**config.mk**
```make
export PLATFORM = sky130hd
export DESIGN_NAME = dtg_debug_trigger_gate
export DESIGN_NICKNAME = d
export VERILOG_FILES = /design/src/verilog/dtg_pkg.sv /design/src/verilog/dtg_debug_trigger_gate.sv /design/src/verilog/dtg_sync_bank.sv
export SDC_FILE = /design/constraint.sdc
export NUM_CORES = 1
export LEC_CHECK = 0
export BUFFER_PORTS_ARGS = -buffer_cell sky130_fd_sc_hd__buf_2
export CORE_MARGIN = 8
export CORE_UTILIZATION = 45
export DETAILED_ROUTE_END_ITERATION = 10
export PLACE_DENSITY = 0.82
export SYNTH_ARGS = -nofsm -noshare
export SYNTH_HDL_FRONTEND = slang
export SYNTH_SLANG_ARGS = --single-unit
```
**constraint.sdc**
```tcl
create_clock -name clk -period 0.81 [get_ports clk]
set_input_delay 0.243 -clock clk [delete_from_list [all_inputs] [get_ports clk]]
set_output_delay 0.243 -clock clk [all_outputs]
set_load 0.02 [all_outputs]
```
**src/verilog/dtg_pkg.sv**
```systemverilog
// Package with offsets, field layouts and reset values of the debug trigger gate bank
package dtg_pkg;

	// Widths
	localparam int DTG_DATA_W = 32;
	localparam int DTG_ADDR_W = 12;
	localparam int DTG_OUT_CH = 4;
	localparam int DTG_IN_CH = 8;

	// Register byte offsets
	localparam logic [11:0] DTG_OFF_STATIC_CONFIG = 12'h000;
	localparam logic [11:0] DTG_OFF_COMPONENT_ID = 12'h004;
	localparam logic [11:0] DTG_OFF_CLOCK_FLAGS = 12'h008;

	// Field positions in debug_trigger_static_config
	localparam int DTG_OUT_MASK_LSB = 24;
	localparam int DTG_IN_MASK_LSB = 16;
	localparam int DTG_HS_BYP_LSB = 12;
	localparam int DTG_ACK_BYP_LSB = 8;
	localparam int DTG_IN_BYP_LSB = 0;

	// Field positions in clock_state_flags
	localparam int DTG_PLL_LOCK_BIT = 2;
	localparam int DTG_MAIN_RDY_BIT = 0;

	// Reset values
	localparam logic [3:0] DTG_RST_OUT_MASK = 4'h0;
	localparam logic [7:0] DTG_RST_IN_MASK = 8'h00;
	localparam logic [3:0] DTG_RST_HS_BYP = 4'h0;
	localparam logic [3:0] DTG_RST_ACK_BYP = 4'h0;
	localparam logic [7:0] DTG_RST_IN_BYP = 8'h00;
	localparam logic DTG_RST_PLL_LOCK = 1'b1;
	localparam logic DTG_RST_MAIN_RDY = 1'b1;

	// Identification value, arbitrary neutral value
	localparam logic [31:0] DTG_COMPONENT_ID_DEF = 32'h0000_A5C3;

endpackage

```
**src/verilog/dtg_debug_trigger_gate.sv**
```systemverilog
// Debug trigger gate, trigger synchroniser bypass and clock status register bank
`timescale 1ns/1ps

module dtg_debug_trigger_gate
	import dtg_pkg::*;
#(
	parameter logic [31:0] COMPONENT_ID = DTG_COMPONENT_ID_DEF // Arbitrary value
) (
	input wire logic clk,
	input wire logic reset_n,
	// Register port
	input wire logic [11:0] reg_addr,
	input wire logic [31:0] reg_wdata,
	input wire logic reg_write,
	input wire logic reg_read,
	output logic [31:0] reg_rdata,
	// Authentication levels
	input wire logic invasive_debug_enable,
	input wire logic noninvasive_debug_enable,
	// Trigger inputs from the outside world, possibly asynchronous
	input wire logic [7:0] cross_trigger_input_lines,
	// Gated trigger inputs towards the trigger matrix
	output logic [7:0] cross_trigger_inputs,
	// Trigger output requests from the trigger matrix
	input wire logic [3:0] trig_out_request,
	// Gated trigger outputs and their acknowledges
	output logic [3:0] cross_trigger_outputs,
	input wire logic [3:0] cross_trigger_output_ack,
	// Clock state sources
	input wire logic pll_locked,
	input wire logic main_clock_ready
);

	// Configuration fields
	logic [3:0] out_mask_ff; // trig_out_debug_mask_sel
	logic [7:0] in_mask_ff; // trig_in_noninvasive_mask_sel
	logic [3:0] hs_byp_ff; // trig_handshake_bypass
	logic [3:0] ack_byp_ff; // ack_sync_bypass
	logic [7:0] in_byp_ff; // trig_in_sync_bypass
	logic [3:0] nxt_out_mask;
	logic [7:0] nxt_in_mask;
	logic [3:0] nxt_hs_byp;
	logic [3:0] nxt_ack_byp;
	logic [7:0] nxt_in_byp;

	// Clock status flags
	logic pll_lock_ff;
	logic main_rdy_ff;
	logic nxt_pll_lock;
	logic nxt_main_rdy;

	// Read data
	logic [31:0] rdata_ff;
	logic [31:0] nxt_rdata;
	logic [31:0] config_word; // Assembled configuration value

	// Trigger paths
	logic [7:0] in_sync; // Synchronised trigger inputs
	logic [3:0] ack_sync; // Synchronised acknowledges
	logic [7:0] in_sel; // After bypass choice
	logic [3:0] ack_sel; // After bypass choice
	logic [7:0] in_gate_ff; // Registered gated inputs
	logic [7:0] nxt_in_gate;
	logic [3:0] out_ff; // Registered trigger outputs
	logic [3:0] nxt_out;
	logic [3:0] req_gated; // Requests after debug masking

	// Synchroniser for the trigger input lines
	dtg_sync_bank #(
		.WIDTH(DTG_IN_CH)
	) u_in_sync (
		.clk(clk),
		.reset_n(reset_n),
		.async_in(cross_trigger_input_lines),
		.sync_out(in_sync)
	);

	// Synchroniser for the output acknowledges
	dtg_sync_bank #(
		.WIDTH(DTG_OUT_CH)
	) u_ack_sync (
		.clk(clk),
		.reset_n(reset_n),
		.async_in(cross_trigger_output_ack),
		.sync_out(ack_sync)
	);

	// Configuration next values; writes only touch defined fields
	always_comb begin
		nxt_out_mask = out_mask_ff;
		nxt_in_mask = in_mask_ff;
		nxt_hs_byp = hs_byp_ff;
		nxt_ack_byp = ack_byp_ff;
		nxt_in_byp = in_byp_ff;
		if (reg_write && reg_addr == DTG_OFF_STATIC_CONFIG) begin
			// Bits 31 to 28 are dropped here
			nxt_out_mask = reg_wdata[DTG_OUT_MASK_LSB +: 4];
			nxt_in_mask = reg_wdata[DTG_IN_MASK_LSB +: 8];
			nxt_hs_byp = reg_wdata[DTG_HS_BYP_LSB +: 4];
			nxt_ack_byp = reg_wdata[DTG_ACK_BYP_LSB +: 4];
			nxt_in_byp = reg_wdata[DTG_IN_BYP_LSB +: 8];
		end
	end

	// Configuration registers, all fields clear at reset
	always_ff @(posedge clk or negedge reset_n) begin
		if (!reset_n) begin
			out_mask_ff <= DTG_RST_OUT_MASK;
			in_mask_ff <= DTG_RST_IN_MASK;
			hs_byp_ff <= DTG_RST_HS_BYP;
			ack_byp_ff <= DTG_RST_ACK_BYP;
			in_byp_ff <= DTG_RST_IN_BYP;
		end else begin
			out_mask_ff <= nxt_out_mask;
			in_mask_ff <= nxt_in_mask;
			hs_byp_ff <= nxt_hs_byp;
			ack_byp_ff <= nxt_ack_byp;
			in_byp_ff <= nxt_in_byp;
		end
	end

	// Clock flags follow their sources; writes have no path here
	always_comb begin
		nxt_pll_lock = pll_locked;
		nxt_main_rdy = main_clock_ready;
	end

	// Clock flags load 1 while reset holds
	always_ff @(posedge clk or negedge reset_n) begin
		if (!reset_n) begin
			pll_lock_ff <= DTG_RST_PLL_LOCK;
			main_rdy_ff <= DTG_RST_MAIN_RDY;
		end else begin
			pll_lock_ff <= nxt_pll_lock;
			main_rdy_ff <= nxt_main_rdy;
		end
	end

	// Per-channel bypass choice and gating, one generate per direction
	// Bypass cuts two cycles of latency but is only safe for same-domain sources
	genvar gi;
	generate
		for (gi = 0; gi < DTG_IN_CH; gi++) begin : g_in
			// Raw line when bypassed, synchronised copy otherwise
			assign in_sel[gi] = in_byp_ff[gi] ? cross_trigger_input_lines[gi] :
				in_sync[gi];
		end
		for (gi = 0; gi < DTG_OUT_CH; gi++) begin : g_out
			// Acknowledge path choice per output channel
			assign ack_sel[gi] = ack_byp_ff[gi] ? cross_trigger_output_ack[gi] :
				ack_sync[gi];
			// Request passes when unmasked or while debug is enabled
			assign req_gated[gi] = trig_out_request[gi] &
				(out_mask_ff[gi] | invasive_debug_enable);
		end
	endgenerate

	// Input gating: noninvasive enable or the channel mask lets it through
	always_comb begin
		nxt_in_gate = in_sel & (in_mask_ff | {DTG_IN_CH{noninvasive_debug_enable}});
	end

	// Output next state, handshake or direct
	// With the handshake, a raised output holds until acknowledged, then a new
	// request is taken only after the acknowledge falls again
	always_comb begin
		nxt_out = out_ff;
		for (int i = 0; i < DTG_OUT_CH; i++) begin
			if (hs_byp_ff[i]) begin
				// Handshake off: output follows the gated request
				nxt_out[i] = req_gated[i];
			end else if (out_ff[i]) begin
				// Waiting for acknowledge
				nxt_out[i] = ~ack_sel[i];
			end else begin
				// Idle: raise on request once acknowledge is low
				nxt_out[i] = req_gated[i] & ~ack_sel[i];
			end
		end
	end

	// Trigger path registers
	always_ff @(posedge clk or negedge reset_n) begin
		if (!reset_n) begin
			in_gate_ff <= '0;
			out_ff <= '0;
		end else begin
			in_gate_ff <= nxt_in_gate;
			out_ff <= nxt_out;
		end
	end

	assign cross_trigger_inputs = in_gate_ff;
	assign cross_trigger_outputs = out_ff;

	// Configuration word with reserved top nibble at zero
	always_comb begin
		config_word = '0;
		config_word[DTG_OUT_MASK_LSB +: 4] = out_mask_ff;
		config_word[DTG_IN_MASK_LSB +: 8] = in_mask_ff;
		config_word[DTG_HS_BYP_LSB +: 4] = hs_byp_ff;
		config_word[DTG_ACK_BYP_LSB +: 4] = ack_byp_ff;
		config_word[DTG_IN_BYP_LSB +: 8] = in_byp_ff;
	end

	// Read mux; unmapped offsets and idle cycles give zero
	always_comb begin
		nxt_rdata = '0;
		if (reg_read) begin
			case (reg_addr)
				DTG_OFF_STATIC_CONFIG: begin
					nxt_rdata = config_word;
				end
				DTG_OFF_COMPONENT_ID: begin
					// Constant, no write path exists
					nxt_rdata = COMPONENT_ID;
				end
				DTG_OFF_CLOCK_FLAGS: begin
					// Bits 31 to 3 and bit 1 stay zero
					nxt_rdata[DTG_PLL_LOCK_BIT] = pll_lock_ff;
					nxt_rdata[DTG_MAIN_RDY_BIT] = main_rdy_ff;
				end
				default: begin
					nxt_rdata = '0;
				end
			endcase
		end
	end

	// Read data register, valid the cycle after the strobe
	always_ff @(posedge clk or negedge reset_n) begin
		if (!reset_n) begin
			rdata_ff <= '0;
		end else begin
			rdata_ff <= nxt_rdata;
		end
	end

	assign reg_rdata = rdata_ff;

endmodule // dtg_debug_trigger_gate

```
**src/verilog/dtg_sync_bank.sv**
```systemverilog
// Bank of two-flop level synchronisers
`timescale 1ns/1ps

module dtg_sync_bank #(
	parameter int WIDTH = 8
) (
	input wire logic clk,
	input wire logic reset_n,
	input wire logic [WIDTH-1:0] async_in,
	output logic [WIDTH-1:0] sync_out
);

	logic [WIDTH-1:0] meta_ff; // First stage, read only by the second stage
	logic [WIDTH-1:0] sync_ff; // Second stage, safe to use
	logic [WIDTH-1:0] nxt_meta;
	logic [WIDTH-1:0] nxt_sync;

	// Next values of both stages
	always_comb begin
		nxt_meta = async_in;
		nxt_sync = meta_ff;
	end

	// Stage registers, cleared at reset
	always_ff @(posedge clk or negedge reset_n) begin
		if (!reset_n) begin
			meta_ff <= '0;
			sync_ff <= '0;
		end else begin
			meta_ff <= nxt_meta;
			sync_ff <= nxt_sync;
		end
	end

	assign sync_out = sync_ff;

endmodule // dtg_sync_bank
```
Yosys cells after proc, flatten, opt, wreduce, memory -nomap -nowiden

Index checks and enable logic that the tools add are counted.

Flip-flop bits (word level): 98
Latch bits: 0
Memory bits (writable): 0
Memory bits (read-only): 0
Memories kept: 0

Add/subtract/negate cells: 0
Multipliers: 0
Divide/modulo/power cells: 0
$lt $le $gt $ge: 0
Equal/unequal tests: 2
Shifts and indexed selects: 0
Mux-type cells: 25
Bitwise logic cells: 18
Reductions and logical operators: 2

Operators by type and width:

| kind                | number |
|---|---|
| $pmux 25 s2         | 1 |
| $mux 28             | 1 |
| $mux 1              | 20 |
| $eq 12x3->1 const B | 1 |
| $eq 12x4->1 const B | 1 |
| $logic_not 12->1    | 1 |
| $and 1x1->1         | 8 |
| $and 8x8->8         | 1 |
| $or 8x8->8          | 1 |
| $not 1->1           | 4 |
| $or 1x1->1          | 4 |
| $pmux 1 s2          | 2 |
| $pmux 1 s3          | 1 |
| $logic_and 1x1->1   | 1 |

Depth between registers and ports, before layout

Word-level depth: 5
Mapped depth: 4

By module

A second synthesis with hierarchy kept.

Cell total of the unflattened synthesis: 225
Area, all modules: 3394.5 um^2

By module, submodules not included:

| module                      | instances | cells an instance | area an instance (um^2) |
|---|---|---|---|
| dtg_debug_trigger_gate      | 1         | 201               | 2793.9 |
| dtg_sync_bank at u_in_sync  | 1         | 16                | 400.4 |
| dtg_sync_bank at u_ack_sync | 1         | 8                 | 200.2 |

Worst setup path before layout

Ideal clock, no wire load.

Path kind: input-to-reg
Start: input reg_addr[11]
End: register ack_byp_ff[3]
Setup time: 0.125 ns
Arrival: 1.296 ns
Required time: 0.685 ns
Path slack: -0.611 ns
Stages on the path: 4
Path buffers: 1
Cells stage by stage: nor4_4 > nand4_4 > buf_6 > mux2_4

Cells in the longest elaborated chain, start to end: 2

RTL lines:

| element              | RTL line                      | source |
|---|---|---|
| start, declared      | dtg_debug_trigger_gate.sv:12  | `input wire logic [11:0] reg_addr,` |
| $logic_not 12->1     | dtg_debug_trigger_gate.sv:95  | `if (reg_write && reg_addr == DTG_OFF_STATIC_CONFIG) begin` |
| $logic_and 1x1->1    | dtg_debug_trigger_gate.sv:95  |  |
| end signal, assigned | dtg_debug_trigger_gate.sv:117 | `ack_byp_ff <= nxt_ack_byp;` |
| end, declared        | dtg_debug_trigger_gate.sv:38  | `logic [3:0] ack_byp_ff;` |

No other way between the ends.
A chain may end at the register's enable or synchronous reset.

Worst setup path in the final report

Start: input reg_addr[0]
End: register out_mask_ff[2]

Cells in the longest elaborated chain, start to end: 2

RTL lines:

| element              | RTL line                      | source |
|---|---|---|
| $logic_not 12->1     | dtg_debug_trigger_gate.sv:95  |  |
| $logic_and 1x1->1    | dtg_debug_trigger_gate.sv:95  |  |
| end signal, assigned | dtg_debug_trigger_gate.sv:114 | `out_mask_ff <= nxt_out_mask;` |
| end, declared        | dtg_debug_trigger_gate.sv:35  | `logic [3:0] out_mask_ff;` |

No other way between the ends.

==> results.txt <==
----------------------------------------------------
[STA]
  Final cycle utilization of the critical path ... 141%
  Fin Clk Skew ... roughly 0.0058 ns
  Sum of negative setup slack ... -28.38 ns
  Crit path setup slack, layout ... -0.333 ns
  Hold violation count in the final report ... 0
  Max-slew violation count ... 0
  Maximum clock rate ... approximately 0.87 GHz
  Final min period ... about 1.1 ns
  RSZ-0062 raised after global routing ... true
  Final-layout worst hold slack ... about 0.027 ns
  Setup violation total in the final timing report ... 101

[Pwr]
  Total chip power ... about 9100 uW
  Clock share of power ... about two fifths
  Leakage component of the power ... about 0.0025 uW
  Peak supply drop ... between 0.001 and 0.0015 V
  Share of total power in combinational logic ... 7.6%
  Sequential Power Share ... 53.5%
  Switching portion of total power ... 21.3%
  Internal Power ... about 7100 uW
  Reported net switching power ... 1930 uW
  Cell area power density ... around 1900 mW/mm2

[Die]
  Initial Util ... 46.6%
  DIE WIDTH ... between 100 and 150 um
  Chip Height ... around 100 um
  IO Count ... 112
  Area of the core ... between 0.007 and 0.008 mm2
  Die Outline Area ... ~0.011 mm2
  Cell Rows ... 31

[Detailed routing]
  Highest signal layer in the routed design ... met4
  Length of routed wiring on met1 ... between 3000 and 4000 um
  Via count of the routed design ... ~2200
  Met3 layer wire length in the routed design ... around 500 um
  Number of vias per cell after detailed routing ... 4.78
  Remaining antenna violation count ... 0
  Wire length on met2 ... approximately 4300 um
  Violation count after the first detailed-routing iteration ... roughly 60
  Final WL ... between 8000 and 9000 um
  TritonRoute pass-1 iters ... 4
  Number of design rule violations left after detail routing ... 0
  Per-cell routed wire length ... about 18 um

[Setup path]
  Data arrival at the endpoint of the critical path ... between 1 and 1.5 ns
  Worst r2r path cells ... 3
  Crit path launch type ... input pin
  Endpoint kind of the worst setup timing path ... flip-flop
  RR Startpoint ... main_rdy_ff
  Critical path startpoint ... reg_addr[0]
  Critical path data required time ... 1.04 ns
  FF-to-FF End ... reg_rdata[0]
  Critical Path Fanout Max ... 28
  Type of the worst setup path ... input pin to flip-flop
  Register-to-Register Setup Slack ... -0.14 ns

[Synth]
  Number of enable-type register cells in the synthesized netlist ... 0
  Synthesis Warnings ... 0
  Compound-cell area share of the yosys netlist ... between 1.5 and 2%
  Register bit count reported by yosys ... 94
  Post-synth ARST share ... 100%
  Adder and majority gate portion of the synthesized area ... 0%
  Yosys top cell area share ... roughly two thirds
  Proportion of synthesized chip area in sequential cells ... approximately 70%
  Distinct cell type count of the synthesized netlist ... 24
  Synthesized-area fraction occupied by xor and xnor cells ... 0%
  Simple logic cell fraction of the synthesized area ... around 11%
  Library cell with the highest instance count after synthesis ... sky130_fd_sc_hd__dfrtp_1
  Cell area after synthesis ... roughly 0.0034 mm2
  Cell types occupying the most area after synthesis ... sky130_fd_sc_hd__dfrtp_1, sky130_fd_sc_hd__mux2_4, sky130_fd_sc_hd__nor2_1
  Synth Instances ... between 200 and 250
  Fraction of synthesized area in multiplexers ... between 10% and 20%
  Largest family of logic cells by synthesized area ... multiplexers
  Top flip-flop cell by instance count after synthesis ... sky130_fd_sc_hd__dfrtp_1
  Top cell type by total area after synthesis ... sky130_fd_sc_hd__dfrtp_1
  Post-synthesis area per instance ... around 15 um2
  Top cells by count, synth ... sky130_fd_sc_hd__dfrtp_1, sky130_fd_sc_hd__nor2_1, sky130_fd_sc_hd__mux2_4

[Finish]
  Number of nets in the layout ... between 400 and 500
  Count of inserted antenna diode cells ... 0
  Area overhead of the layout relative to synthesis ... 42.9%
  Finished Cell Area ... 0.00485 mm2
  Share of post-route cells with drive strength above 1 ... between 50 and 60%

[Clock tree]
  Number of buffers on the longest clock path ... 2
  Clock insertion delay at the later pin of the skew report ... between 0.3 and 0.4 ns
  Clock transition at the register clock pins on the worst setup and hold paths after CTS ... roughly 0.09 ns
  Inserted Clock Buffers ... 9
  Clock sinks ... 94
  CTS tree ... done
  Library cell used as clock root buffer ... sky130_fd_sc_hd__clkbuf_8
  Number of H-tree branching levels ... 3

[Status]
  Outcome ... complete, but fails checks
  Failing checks ... setup timing

[Hold path]
  End of the worst hold path ... u_in_sync.meta_ff[0]
  Worst hold path startpoint ... cross_trigger_input_lines[0]
  Classification of the worst-slack hold path ... input pin to flip-flop
  Cell count of the worst hold path ... 1

[Run]
  Number of maximum-capacitance violations ... 0

[Place]
  Worst slack, placed ... -0.753 ns
  Number of port buffers ... a little over 100
  Routability-driven placement congestion ratio ... 0.766
  Placed cell area ... ~0.0042 mm2
  DP HPWL ... between 5000 and 6000 um

[Global routing]
  Maximum number of pins on one net before global-route repair ... 34
  GR Overflow Total ... 0
  Antenna violations before repair ... 0
  Global-route wire length before repair ... 12700 um
  Tot GR Track Use ... between 10% and 20%
  Via count of the first global-routing pass ... around 2500

----------------------------------------------------
power groups by stage:
stage                     logic [uW]  clock network (uW)  registers (uW)
final                            686                3530            4840
after floorplan                  145                   0            4960
after global placement           571                   0            4920
after CTS                        657                3650            4840
after detailed placement         585                   0            4930
after global routing             751                3840            4850
placed cells by master, fill, tap and decap left out, types with 4 or more instances in the layout:
cell / netlist / routed
sky130_fd_sc_hd__nor2_1: 36 / 29
sky130_fd_sc_hd__mux2i_1: 13 / 12
sky130_fd_sc_hd__mux2_2: 8 / 8
sky130_fd_sc_hd__conb_1: 1 / 4
sky130_fd_sc_hd__nor2_4: 0 / 5
sky130_fd_sc_hd__nand2b_1: 4 / 4
sky130_fd_sc_hd__mux2_4: 20 / 20
sky130_fd_sc_hd__buf_12: 0 / 4
sky130_fd_sc_hd__buf_6: 2 / 47
sky130_fd_sc_hd__buf_2: 1 / 58
sky130_fd_sc_hd__dlygate4sd3_1: 0 / 9
sky130_fd_sc_hd__dfrtp_1: 92 / 92
sky130_fd_sc_hd__clkbuf_8: 0 / 12
sky130_fd_sc_hd__buf_4: 4 / 11
sky130_fd_sc_hd__and3_1: 19 / 19
cell type report:
type	instances	area, um2
fillers	575	2440
flip-flops and latches	94	2350
repair buffers	130	1090
multi-input cells	122	1040
clock buffers	12	165
well taps	99	124
clock inverters	4	76.3
inverters	1	3.75
routing by layer:
| layer | vias to the layer above | global-route usage (%) |
|---|---|---|
| met5 | - | 0 |
| met4 | 0 | 5.12 |
| met3 | 12 | 4.86 |
| met2 | 68 | 28.2 |
| met1 | 1113 | 18.2 |
| li1 | 1015 | - |
what timing repair did:
item,in CTS,in global routing
cloned,0,0
setup buffers,0,1
resized for setup,95,14
endpoints found under the hold margin,51,5
hold buffers,4,5
setup endpoints to repair,100,104
pin swaps,2,2
registers in the layout, summed over array words and instances (netlist names):
register and flops:
u_in_sync.meta_ff 8, in_mask_ff 8, main_rdy_ff 1, u_in_sync.sync_out 8, out_mask_ff 4, cross_trigger_inputs 8
in_byp_ff 8, hs_byp_ff 4, pll_lock_ff 1, reg_rdata 28, ack_byp_ff 4, u_ack_sync.meta_ff 4
cross_trigger_outputs 4, u_ack_sync.sync_out 4
worst max-delay path by stage:
stage,endpoint
3_5_place_dp,reg_rdata[19]
6_report,out_mask_ff[2]
4_1_cts,cross_trigger_outputs[0]
2_1_floorplan,ack_byp_ff[3]
3_3_place_gp,reg_rdata[27]
5_1_grt,out_mask_ff[0]
logic make-up (layout without fill, tap and decap cells):
logic type             count (synthesis)  in the layout
AO/OA/AOI/OAI                         10             10
buffers and inverters                 12            147
flip-flops                            94             94
multiplexers                          41             41
other                                  1              4
AND/OR/NAND/NOR                       67             67
metrics by stage:
step / std cells / utilization, %
2_1_floorplan: 228 / -
3_3_place_gp: 436 / 57.0
3_5_place_dp: 436 / 57.0
4_1_cts: 456 / 65.0
5_1_grt: 462 / 66.5
6_report: 462 / 66.5
worst max-delay path, stage by stage:
cell and delay [ns]:
sky130_fd_sc_hd__buf_6 0.10, sky130_fd_sc_hd__nor4_4 0.36, sky130_fd_sc_hd__nand4_4 0.13, sky130_fd_sc_hd__buf_12 0.21
sky130_fd_sc_hd__mux2_4 0.31
(Power assumes the default switching activity.)
